### src/rtl/ssq_pkg.sv
package ssq_pkg;
    localparam int unsigned CLK_HZ        = 250_000_000;
    localparam int unsigned NUM_STATES    = 63;
    localparam int unsigned STATE_W       = 6;
    localparam int unsigned NUM_IN        = 8;
    localparam int unsigned NUM_DRV       = 8;
    localparam int unsigned TICK_US       = 10;
    localparam int unsigned TICK_CYC      = CLK_HZ / 1_000_000 * TICK_US;
    localparam int unsigned DLY_MAX_MS    = 400;
    localparam int unsigned DLY_MAX_TICKS = DLY_MAX_MS * 1000 / TICK_US;
    localparam int unsigned DLY_W         = 16;
    localparam int unsigned SEQ_MIN_US    = 10;
    localparam int unsigned SEQ_MIN_TICKS = SEQ_MIN_US / TICK_US;
    localparam int unsigned TMO_MIN_US    = 100;
    localparam int unsigned TMO_MIN_TICKS = TMO_MIN_US / TICK_US;
    localparam int unsigned FETCH_MAX_US  = 20;
    localparam int unsigned FETCH_MAX_CYC = CLK_HZ / 1_000_000 * FETCH_MAX_US;
    localparam int unsigned CLK100K_HZ    = 100_000;
    localparam int unsigned CLK100K_HALF  = CLK_HZ / CLK100K_HZ / 2;
    localparam int unsigned CK_W          = 12;
    localparam logic [STATE_W-1:0] RESET_STATE = 6'h00;
    localparam logic [3:0] SEL_WARN = 4'h8;
    localparam logic [3:0] SEL_JUMP_ONLY = 4'h9;

    // driver output source select
    typedef enum logic [1:0] {SRC_FSM = 2'h0, SRC_HOST = 2'h1, SRC_CLK = 2'h2} ssq_src_t;

    typedef enum logic [1:0] {EXIT_NONE = 2'h0, EXIT_SEQ = 2'h1,
                              EXIT_TMO = 2'h2, EXIT_MON = 2'h3} ssq_exit_t;

    typedef struct packed {
        logic [NUM_DRV-1:0] drv_level;
        logic [3:0]         seq_sel;
        logic               seq_pol;
        logic [DLY_W-1:0]   seq_dly;
        logic [STATE_W-1:0] seq_next;
        logic [NUM_IN-1:0]  mon_mask;
        logic [NUM_IN-1:0]  mon_pol;
        logic               mon_warn;
        logic [STATE_W-1:0] mon_next;
        logic               tmo_en;
        logic [DLY_W-1:0]   tmo_dly;
        logic               tmo_warn;
        logic [STATE_W-1:0] tmo_next;
        logic               bbox_wr;
    } ssq_def_t;

    typedef struct packed {
        logic [STATE_W-1:0] prev_state;
        ssq_exit_t          cause;
        logic [NUM_IN-1:0]  status;
    } ssq_rec_t;
endpackage

### src/rtl/ssq_engine.sv
// What this block does
// - up to 63 programmable state definitions, each addressed by state number
// - every state observes all eight supervised fault detector results
// - any programmed state may name any other state as next state
// - three exits per state: sequence, monitor fault and timeout
// - sequence and timeout delays independent, reloaded on each state change, up to 400 ms
// - eight driver levels fixed per state, unchanged while in that state
// - transition including definition fetch completes under 20 us
// - a flagged state triggers a black box record write on entry
// - converter and secondary monitor warnings ORed into monitor and timeout detectors, selectable as sequence input
// - host jump acts through timeout detector, forcing sequence next state
// - sequence detector watches one selected input for its programmed level
// - sequence delay programmable 10 us to 400 ms as qualification
// - watched input must hold for whole delay; any change restarts timer
// - monitor detector is wide OR of selected inputs deviating from expected
// - monitor exit has no delay; only fetch latency before new state
// - timeout exit when condition absent within 100 us to 400 ms delay
// - engine-sourced driver outputs take new state levels immediately on entry
// - detector exits allow watchdog programs on a toggling clock input
// - reference program: rail A enable to rail A off if supply two bad at 10 ms
// - each driver output selects engine, host value or internal 100 kHz clock
// - dual function digital inputs feed the engine as conditions
`timescale 1ns/10ps
module ssq_engine
    import ssq_pkg::*;
#(
    parameter int unsigned FETCH_LAT = 16
) (
    input  wire logic                            CLK,          // 250 MHz clock
    input  wire logic                            RST_B,        // async reset, low
    input  wire logic [2:0]                      POS_SUPPLY_OK, // supply fault detector, rails 1-3
    input  wire logic                            HV_OK,        // high voltage input ok
    input  wire logic [3:0]                      DUAL_IN,      // dual function inputs
    input  wire logic                            LIMIT_WARN,   // converter limit warning
    input  wire logic [3:0]                      SEC_WARN,     // secondary monitor warnings
    input  wire logic                            JUMP,         // host jump pulse
    output logic      [STATE_W-1:0]              DEF_ADDR,     // definition fetch address
    output logic                                 DEF_REQ,      // fetch request level
    input  wire logic                            DEF_VALID,    // definition returned
    input  wire ssq_pkg::ssq_def_t               DEF_DATA,     // state definition
    input  wire ssq_pkg::ssq_src_t [NUM_DRV-1:0] DRV_SRC,      // per-output source select
    input  wire logic [NUM_DRV-1:0]              DRV_HOST,     // host driven levels
    output logic      [NUM_DRV-1:0]              DRIVER_OUTPUT, // driver output levels
    output logic      [STATE_W-1:0]              CUR_STATE,    // current state number
    output logic                                 BBOX_WR,      // black box write pulse
    output ssq_pkg::ssq_rec_t                    BBOX_REC,     // black box record
    output logic                                 FETCH_ERR     // sticky fetch overrun
);
    import ssq_pkg::*;

    if (FETCH_LAT == 0 || FETCH_LAT >= FETCH_MAX_CYC) begin : g_bad_lat
        $error("FETCH_LAT out of range");
    end

    typedef enum logic [1:0] {S_FETCH, S_ARM, S_RUN} ssq_st_t;

    // fetch watch must count past the 20 us limit
    localparam int unsigned FC_W = $clog2(FETCH_MAX_CYC + 1);

    ssq_st_t            st_q;
    ssq_def_t           def_q;
    logic [STATE_W-1:0] cur_q, next_d;
    logic [NUM_IN-1:0]  in_raw, in_s;
    logic [3:0]         sec_s;
    logic               lim_s, warn;
    logic               jump_q;
    logic [CK_W-1:0]    tick_cnt_q;
    logic               tick;
    logic [CK_W-1:0]    ck_cnt_q;
    logic               clk100k_q;
    logic [NUM_DRV-1:0] drv_lvl_q;
    logic [FC_W-1:0]    fetch_cnt_q;
    logic               seq_hit, seq_hit_q, seq_done, tmo_done, mon_hit;
    logic               seq_exit, tmo_exit, mon_exit;
    ssq_exit_t          cause_d;

    assign in_raw = {DUAL_IN, HV_OK, POS_SUPPLY_OK};
    ssq_sync #(.W(NUM_IN)) u_sync_in (
        .CLK   (CLK),
        .RST_B (RST_B),
        .D     (in_raw),
        .Q     (in_s)
    );
    ssq_sync #(.W(5)) u_sync_warn (
        .CLK   (CLK),
        .RST_B (RST_B),
        .D     ({LIMIT_WARN, SEC_WARN}),
        .Q     ({lim_s, sec_s})
    );
    assign warn = lim_s | (|sec_s);

    // timebase for delay timers
    always_ff @(posedge CLK or negedge RST_B) begin
        if (!RST_B) begin
            tick_cnt_q <= '0;
        end else if (tick) begin
            tick_cnt_q <= '0;
        end else begin
            tick_cnt_q <= tick_cnt_q + 1'b1;
        end
    end
    assign tick = (tick_cnt_q == CK_W'(TICK_CYC - 1));

    // internal 100 kHz clock
    always_ff @(posedge CLK or negedge RST_B) begin
        if (!RST_B) begin
            ck_cnt_q  <= '0;
            clk100k_q <= 1'b0;
        end else if (ck_cnt_q == CK_W'(CLK100K_HALF - 1)) begin
            ck_cnt_q  <= '0;
            clk100k_q <= ~clk100k_q;
        end else begin
            ck_cnt_q <= ck_cnt_q + 1'b1;
        end
    end

    // host jump held until the engine can act on it
    always_ff @(posedge CLK or negedge RST_B) begin
        if (!RST_B) begin
            jump_q <= 1'b0;
        end else if (JUMP) begin
            jump_q <= 1'b1;
        end else if (st_q == S_RUN) begin
            jump_q <= 1'b0;
        end
    end

    function automatic logic sel_in(input logic [3:0] sel, input logic [NUM_IN-1:0] v,
                                    input logic w);
        if (sel == SEL_WARN) begin
            return w;
        end else if (sel < 4'(NUM_IN)) begin
            return v[sel[2:0]];
        end
        return 1'b0;
    endfunction

    // sequence: selected input at target level
    assign seq_hit = (def_q.seq_sel != SEL_JUMP_ONLY) &&
                     (sel_in(def_q.seq_sel, in_s, warn) == def_q.seq_pol);
    // monitor: wide OR of deviating inputs
    assign mon_hit = (|(def_q.mon_mask & (in_s ^ def_q.mon_pol))) |
                     (def_q.mon_warn & warn);

    ssq_timer #(.W(DLY_W)) u_seq_tmr (
        .CLK   (CLK),
        .RST_B (RST_B),
        .TICK  (tick),
        .LOAD  ((st_q == S_ARM) || (seq_hit != seq_hit_q)),
        .DLY   (def_q.seq_dly),
        .DONE  (seq_done)
    );
    ssq_timer #(.W(DLY_W)) u_tmo_tmr (
        .CLK   (CLK),
        .RST_B (RST_B),
        .TICK  (tick),
        .LOAD  (st_q == S_ARM),
        .DLY   (def_q.tmo_dly),
        .DONE  (tmo_done)
    );

    always_ff @(posedge CLK or negedge RST_B) begin
        if (!RST_B) begin
            seq_hit_q <= 1'b0;
        end else begin
            seq_hit_q <= seq_hit;
        end
    end

    assign mon_exit = (st_q == S_RUN) && mon_hit;
    assign tmo_exit = (st_q == S_RUN) && ((def_q.tmo_en && tmo_done) ||
                      (def_q.tmo_warn && warn) || jump_q);
    assign seq_exit = (st_q == S_RUN) && seq_hit && seq_hit_q && seq_done;

    // exit priority
    always_comb begin
        next_d  = cur_q;
        cause_d = EXIT_NONE;
        if (mon_exit) begin
            next_d  = def_q.mon_next;
            cause_d = EXIT_MON;
        end else if (tmo_exit) begin
            next_d  = jump_q ? def_q.seq_next : def_q.tmo_next;
            cause_d = EXIT_TMO;
        end else if (seq_exit) begin
            next_d  = def_q.seq_next;
            cause_d = EXIT_SEQ;
        end
    end

    // state engine
    always_ff @(posedge CLK or negedge RST_B) begin
        if (!RST_B) begin
            st_q  <= S_FETCH;
            cur_q <= RESET_STATE;
            def_q <= '0;
        end else begin
            unique case (st_q)
                S_FETCH: begin
                    if (DEF_VALID) begin
                        def_q <= DEF_DATA;
                        st_q  <= S_ARM;
                    end
                end
                S_ARM: begin
                    st_q <= S_RUN;
                end
                S_RUN: begin
                    if (cause_d != EXIT_NONE) begin
                        cur_q <= (next_d < STATE_W'(NUM_STATES)) ? next_d : RESET_STATE;
                        st_q  <= S_FETCH;
                    end
                end
            endcase
        end
    end

    // fetch latency watch
    always_ff @(posedge CLK or negedge RST_B) begin
        if (!RST_B) begin
            fetch_cnt_q <= '0;
            FETCH_ERR   <= 1'b0;
        end else if (st_q != S_FETCH) begin
            fetch_cnt_q <= '0;
        end else begin
            fetch_cnt_q <= fetch_cnt_q + 1'b1;
            if (fetch_cnt_q == FC_W'(FETCH_MAX_CYC - 2)) begin
                FETCH_ERR <= 1'b1;
            end
        end
    end

    // driver levels latched once per state
    always_ff @(posedge CLK or negedge RST_B) begin
        if (!RST_B) begin
            drv_lvl_q <= '0;
        end else if (st_q == S_FETCH && DEF_VALID) begin
            drv_lvl_q <= DEF_DATA.drv_level;
        end
    end

    // black box write on entry to a flagged state; record captured on every exit
    always_ff @(posedge CLK or negedge RST_B) begin
        if (!RST_B) begin
            BBOX_WR  <= 1'b0;
            BBOX_REC <= '0;
        end else begin
            BBOX_WR <= (st_q == S_FETCH) && DEF_VALID && DEF_DATA.bbox_wr;
            if (st_q == S_RUN && cause_d != EXIT_NONE) begin
                BBOX_REC <= '{prev_state: cur_q, cause: cause_d, status: in_s};
            end
        end
    end

    // per-output source
    generate
        for (genvar i = 0; i < NUM_DRV; i++) begin : g_drv
            always_ff @(posedge CLK or negedge RST_B) begin
                if (!RST_B) begin
                    DRIVER_OUTPUT[i] <= 1'b0;
                end else begin
                    unique case (DRV_SRC[i])
                        SRC_FSM:  DRIVER_OUTPUT[i] <= drv_lvl_q[i];
                        SRC_HOST: DRIVER_OUTPUT[i] <= DRV_HOST[i];
                        SRC_CLK:  DRIVER_OUTPUT[i] <= clk100k_q;
                        default:  DRIVER_OUTPUT[i] <= 1'b0;
                    endcase
                end
            end
        end
    endgenerate

    assign DEF_ADDR  = cur_q;
    assign DEF_REQ   = (st_q == S_FETCH);
    assign CUR_STATE = cur_q;

    property p_prio;
        @(posedge CLK) disable iff (!RST_B)
        (mon_exit && (tmo_exit || seq_exit)) |=> (cur_q == $past(def_q.mon_next)
            || $past(def_q.mon_next) >= STATE_W'(NUM_STATES));
    endproperty
    a_prio: assert property (p_prio) else $error("monitor exit lost priority");

    property p_mon_fast;
        @(posedge CLK) disable iff (!RST_B)
        mon_exit |=> (st_q == S_FETCH);
    endproperty
    a_mon_fast: assert property (p_mon_fast) else $error("monitor exit delayed");

    property p_drv_stable;
        @(posedge CLK) disable iff (!RST_B)
        (st_q == S_RUN && $past(st_q) == S_RUN) |->
            ($stable(drv_lvl_q) && drv_lvl_q == def_q.drv_level);
    endproperty
    a_drv_stable: assert property (p_drv_stable) else $error("levels moved in state");

    property p_arm;
        @(posedge CLK) disable iff (!RST_B)
        (st_q == S_FETCH && DEF_VALID) |=> (st_q == S_ARM) ##1 (st_q == S_RUN);
    endproperty
    a_arm: assert property (p_arm) else $error("exit armed before load");

    property p_bbox;
        @(posedge CLK) disable iff (!RST_B)
        (st_q == S_FETCH && DEF_VALID && DEF_DATA.bbox_wr) |=> BBOX_WR;
    endproperty
    a_bbox: assert property (p_bbox) else $error("black box write missed");

    property p_jump;
        @(posedge CLK) disable iff (!RST_B)
        (st_q == S_RUN && jump_q && !mon_exit) |=> (st_q == S_FETCH);
    endproperty
    a_jump: assert property (p_jump) else $error("jump not taken");

    property p_fsm_src;
        @(posedge CLK) disable iff (!RST_B)
        (DRV_SRC[0] == SRC_FSM) |=> (DRIVER_OUTPUT[0] == $past(drv_lvl_q[0]));
    endproperty
    a_fsm_src: assert property (p_fsm_src) else $error("driver source wrong");

    property p_fetch;
        @(posedge CLK) disable iff (!RST_B)
        (st_q == S_FETCH && DEF_VALID) |-> (fetch_cnt_q < FC_W'(FETCH_MAX_CYC));
    endproperty
    a_fetch: assert property (p_fetch) else $error("fetch too slow");
endmodule

### src/rtl/ssq_sync.sv
`timescale 1ns/10ps
module ssq_sync #(
    parameter int unsigned W = 8
) (
    input  wire logic         CLK,   // system clock
    input  wire logic         RST_B, // async reset, low
    input  wire logic [W-1:0] D,     // async inputs
    output logic      [W-1:0] Q      // synchronised
);
    logic [W-1:0] s1_q;

    always_ff @(posedge CLK or negedge RST_B) begin
        if (!RST_B) begin
            s1_q <= '0;
            Q    <= '0;
        end else begin
            s1_q <= D;
            Q    <= s1_q;
        end
    end
endmodule

### src/rtl/ssq_timer.sv
`timescale 1ns/10ps
module ssq_timer #(
    parameter int unsigned W = 16
) (
    input  wire logic         CLK,   // system clock
    input  wire logic         RST_B, // async reset, low
    input  wire logic         TICK,  // timebase pulse
    input  wire logic         LOAD,  // restart count
    input  wire logic [W-1:0] DLY,   // delay in ticks
    output logic              DONE   // delay elapsed
);
    logic [W-1:0] cnt_q;

    always_ff @(posedge CLK or negedge RST_B) begin
        if (!RST_B) begin
            cnt_q <= '0;
        end else if (LOAD) begin
            cnt_q <= DLY;
        end else if (TICK && cnt_q != '0) begin
            cnt_q <= cnt_q - 1'b1;
        end
    end

    assign DONE = (cnt_q == '0) && !LOAD;
endmodule

### config.mk
export PLATFORM = sky130hd
export DESIGN_NAME = ssq_engine
export DESIGN_NICKNAME = d
export VERILOG_FILES = /design/src/rtl/ssq_pkg.sv /design/src/rtl/ssq_engine.sv /design/src/rtl/ssq_sync.sv /design/src/rtl/ssq_timer.sv
export SDC_FILE = /design/constraint.sdc
export NUM_CORES = 1
export LEC_CHECK = 0
export ABC_CLOCK_PERIOD_IN_PS = 3820
export CORE_ASPECT_RATIO = 1.5
export CORE_UTILIZATION = 35
export CTS_CLUSTER_SIZE = 20
export DETAILED_ROUTE_END_ITERATION = 12
export DONT_BUFFER_PORTS = 1
export PLACE_DENSITY = 0.48
export REMOVE_ABC_BUFFERS = 1
export SYNTH_ARGS = -nofsm -noshare
export SYNTH_HDL_FRONTEND = slang
export SYNTH_SLANG_ARGS = --single-unit
export TNS_END_PERCENT = 20
### constraint.sdc
create_clock -name CLK -period 3.82 [get_ports CLK]
set_clock_uncertainty 0.15 [all_clocks]
set_input_delay 0.573 -clock CLK [delete_from_list [all_inputs] [get_ports CLK]]
set_output_delay 0.573 -clock CLK [all_outputs]
set_load 0.02 [all_outputs]
==> flow_summary.ini <==
[global_route]
grt_first_pass_wirelength_um = 32600
antenna_found_initial = 6
grt_overflow_total = 0
grt_pass1_vias = 6220
grtUsageTotal_pct = 15.0
grt_max_degree = 215

[clock_network]
cts_tree = built
cts.sinks = 214
clkTransAtPathRegs_ns = 0.07
cts-buffers-inserted = 23
clock_latency_ns = 0.51
clock_path_buffers = 3
cts_setup_buffers = 0
cts_resized = 0
root_buffer = clkbuf_16
holdBufCountCts = 13
cts_max_level = 1

[floorplanning]
ios = 163
fp.dieArea_um2 = 27400
fp.dieH_um = 202
rows = 72
core-area_um2 = 26000
die_width_um = 135
start_util_pct = 35.9

[timing]
setup_viol = 0
rsz0062_at_grt = false
slew_headroom_pct = 46.3
worstMarginPinSlew_ns = 0.799
hold_viol = 214
max_freq_mhz = 294
fin_setup_tns_ns = 0
whs_ns = -0.367
min_period_over_period_pct = 89.0
final-max-slew-violation-count = 0
min_period_ns = 3.40
setup_slack_ns = 0.419

[yosys]
synthCells = 754
yosys_warnings = 0
ys_types = 54
synth_edf_count = 0
synth-seq-cells = 214
ys_async_sr_fraction_pct = 100
synth_top_family_by_area = multiplexers
yosysSeqAreaShare_pct = 57.3
synth_area_um2 = 9350
synth_xor_area_share_pct = 6.28
synth_flop_cell = dfrtp_1
muxShareOfSynthArea_pct = 16.2
synth-simple-area-share_pct = 10.9
synth_compound_area_share_pct = 5.88
synthAdderAreaFrac_pct = 1.47
synth.avg_cell_area_um2 = 12.4

[status]
status = complete, but fails checks
failed_checks = negative hold slack

[drt]
num_vias = 5825
routed_wl_um = 20000
via_per_inst = 5.17
drc = 0
avgRoutedWirePerCell_um = 17.7
drt_iter0_markers = 170
ant_nets = 0
drt_pass1_iterations = 4

[critical_path]
worstPathRequired_ns = 4.07
start_kind = register
arrival_ns = 3.65
cp_max_fo = 9
cpPeakStageDelay_ns = 0.55
path_class = reg -> reg
critPathTopFamily = simple AND/OR/NAND/NOR gates
cp_num_buf_inv = 1
worstPathCellList = inv_1, ha_1, or4b_1, or4_4, o41ai_4, o31ai_2, a31o_1, or4_1, o21a_1
end_kind = register
slowest_stage = or4_4

[layout]
drive_above_1_share_pct = 21.0
layout.nets = 913
mostFrequentLayoutCells = dfrtp_1 (214), mux2_2 (114), nor2_1 (52), nand2_1 (47), xor2_1 (34)
final_common_cell = dfrtp_1
n_fill_cell = 2478
fin_util_pct = 40.8
syn_to_final_growth_pct = 13.5

[power]
vdd_drop_max_mv = 0.448
power_density_nw_per_um2 = 807
leakagePower_uw = 0.00455

[place]
pre_cts_ws_ns = 0.447
routabilityCongestion = 0.810
io_buffer_count = 0
dp_hpwl_um = 13900

[run]
cap_violations = 0

[hold_path]
min_path_type = in -> async
[cell usage after synthesis (all sizes together) (4+ instances only)]
| cell | count | share of area [%] |
|---|---|---|
| xor2 | 34 | 3.2 |
| or4 | 4 | 0.36 |
| ha | 11 | 1.5 |
| or3 | 10 | 0.67 |
| a21oi | 11 | 0.59 |
| dfrtp | 214 | 57 |
| nor3 | 12 | 0.64 |
| mux2 | 114 | 14 |
| nor4 | 8 | 0.60 |
| inv | 18 | 0.72 |
| o21ai | 35 | 1.9 |
| nand4 | 9 | 0.60 |
| a22oi | 4 | 0.32 |
| buf | 9 | 0.64 |
| nor2b | 4 | 0.27 |
| nand2b | 4 | 0.27 |
| nor2 | 52 | 2.1 |
| xnor2 | 33 | 3.1 |
| mux2i | 23 | 2.5 |
| and3 | 13 | 0.87 |
| o31ai | 9 | 0.78 |
| nand2 | 48 | 1.9 |
| nand3 | 17 | 0.91 |
| nand3b | 11 | 0.88 |
| clkbuf | 16 | 0.64 |
[final timing paths]
path                                    start                 end  slack, ns  depth (start not counted)
setup / recovery           u_tmo_tmr.cnt_q[0]        CUR_STATE[2]       0.42                          9
hold / removal                          RST_B  u_tmo_tmr.cnt_q[6]      -0.37                          0
setup reg to reg           u_tmo_tmr.cnt_q[0]        CUR_STATE[2]       0.42                          9
hold reg to reg             u_sync_in.s1_q[4]      u_sync_in.Q[4]       0.20                          0
max in group asynchronous               RST_B              jump_q       3.51                          0
min in group CLK                   DRV_SRC[8]    DRIVER_OUTPUT[4]       0.03                          1
[final cells by class]
class | instances | area [µm²] | area share, %
Antenna cell | 2 | 5.00 | 0.0472
Clock buffer | 34 | 667 | 6.28
Clock inverter | 5 | 78.8 | 0.743
Inverter | 18 | 67.6 | 0.637
Multi-Input combinational cell | 497 | 3810 | 35.9
Sequential cell | 214 | 5360 | 50.5
Tap cell | 333 | 417 | 3.93
Timing Repair Buffer | 24 | 210 | 1.98
[flip-flops by register name, indices dropped and copies added (netlist names), 2 cells and up]
register          count
drv_lvl_q             8
ck_cnt_q             12
def_q                74
CUR_STATE             6
fetch_cnt_q          13
u_sync_in.Q           8
u_tmo_tmr.cnt_q      16
BBOX_REC             16
st_q                  2
DRIVER_OUTPUT         8
tick_cnt_q           12
u_sync_in.s1_q        8
u_sync_warn.Q         5
u_sync_warn.s1_q      5
u_seq_tmr.cnt_q      16
[metrics by stage]
stage	std cells	hold slack (ns)	instance area [µm²]	power [µW]
after floorplan	729	0.127	9230	5730
after global placement	1072	0.139	9730	6320
after detailed placement	1072	0.139	9730	6410
after CTS	1124	-0.400	10600	8700
after global routing	1126	-0.402	10600	9140
final	1127	-0.367	10600	8560
[power by group]
group	internal (µW)	total (µW)	switching [µW]	leakage, µW
Clock	1340	2220	885	0.000367
Sequential	3080	3900	817	0.00259
Combinational	1310	2440	1130	0.00159
Total	5720	8560	2840	0.00455
[cells by family after synthesis]
| kind of cell | after synthesis |
|---|---|
| buffers and inverters | 43 |
| multiplexers | 137 |
| flip-flops | 214 |
| XOR/XNOR | 67 |
| AND/OR/NAND/NOR | 201 |
| adder cells (fa/ha/maj) | 11 |
| AO/OA/AOI/OAI | 81 |
[worst reg2reg max path, delay by kind of cell (launching register included)]
kind,cells,cell delay [ns]
AND/OR/NAND/NOR,3,1.54
AO/OA/AOI/OAI,4,0.94
flip-flops,1,0.40
adder cells (fa/ha/maj),1,0.16
buffers and inverters,1,0.12
[routing by layer]
metal	GRT usage (%)	wire, µm	up-vias
li1	-	-	2700
met1	17.7	8090	2929
met2	26.2	10100	137
met3	3.71	1160	51
met4	5.10	593	8
met5	0	56	-
Note: power is estimated with default switching activity, not from simulation.
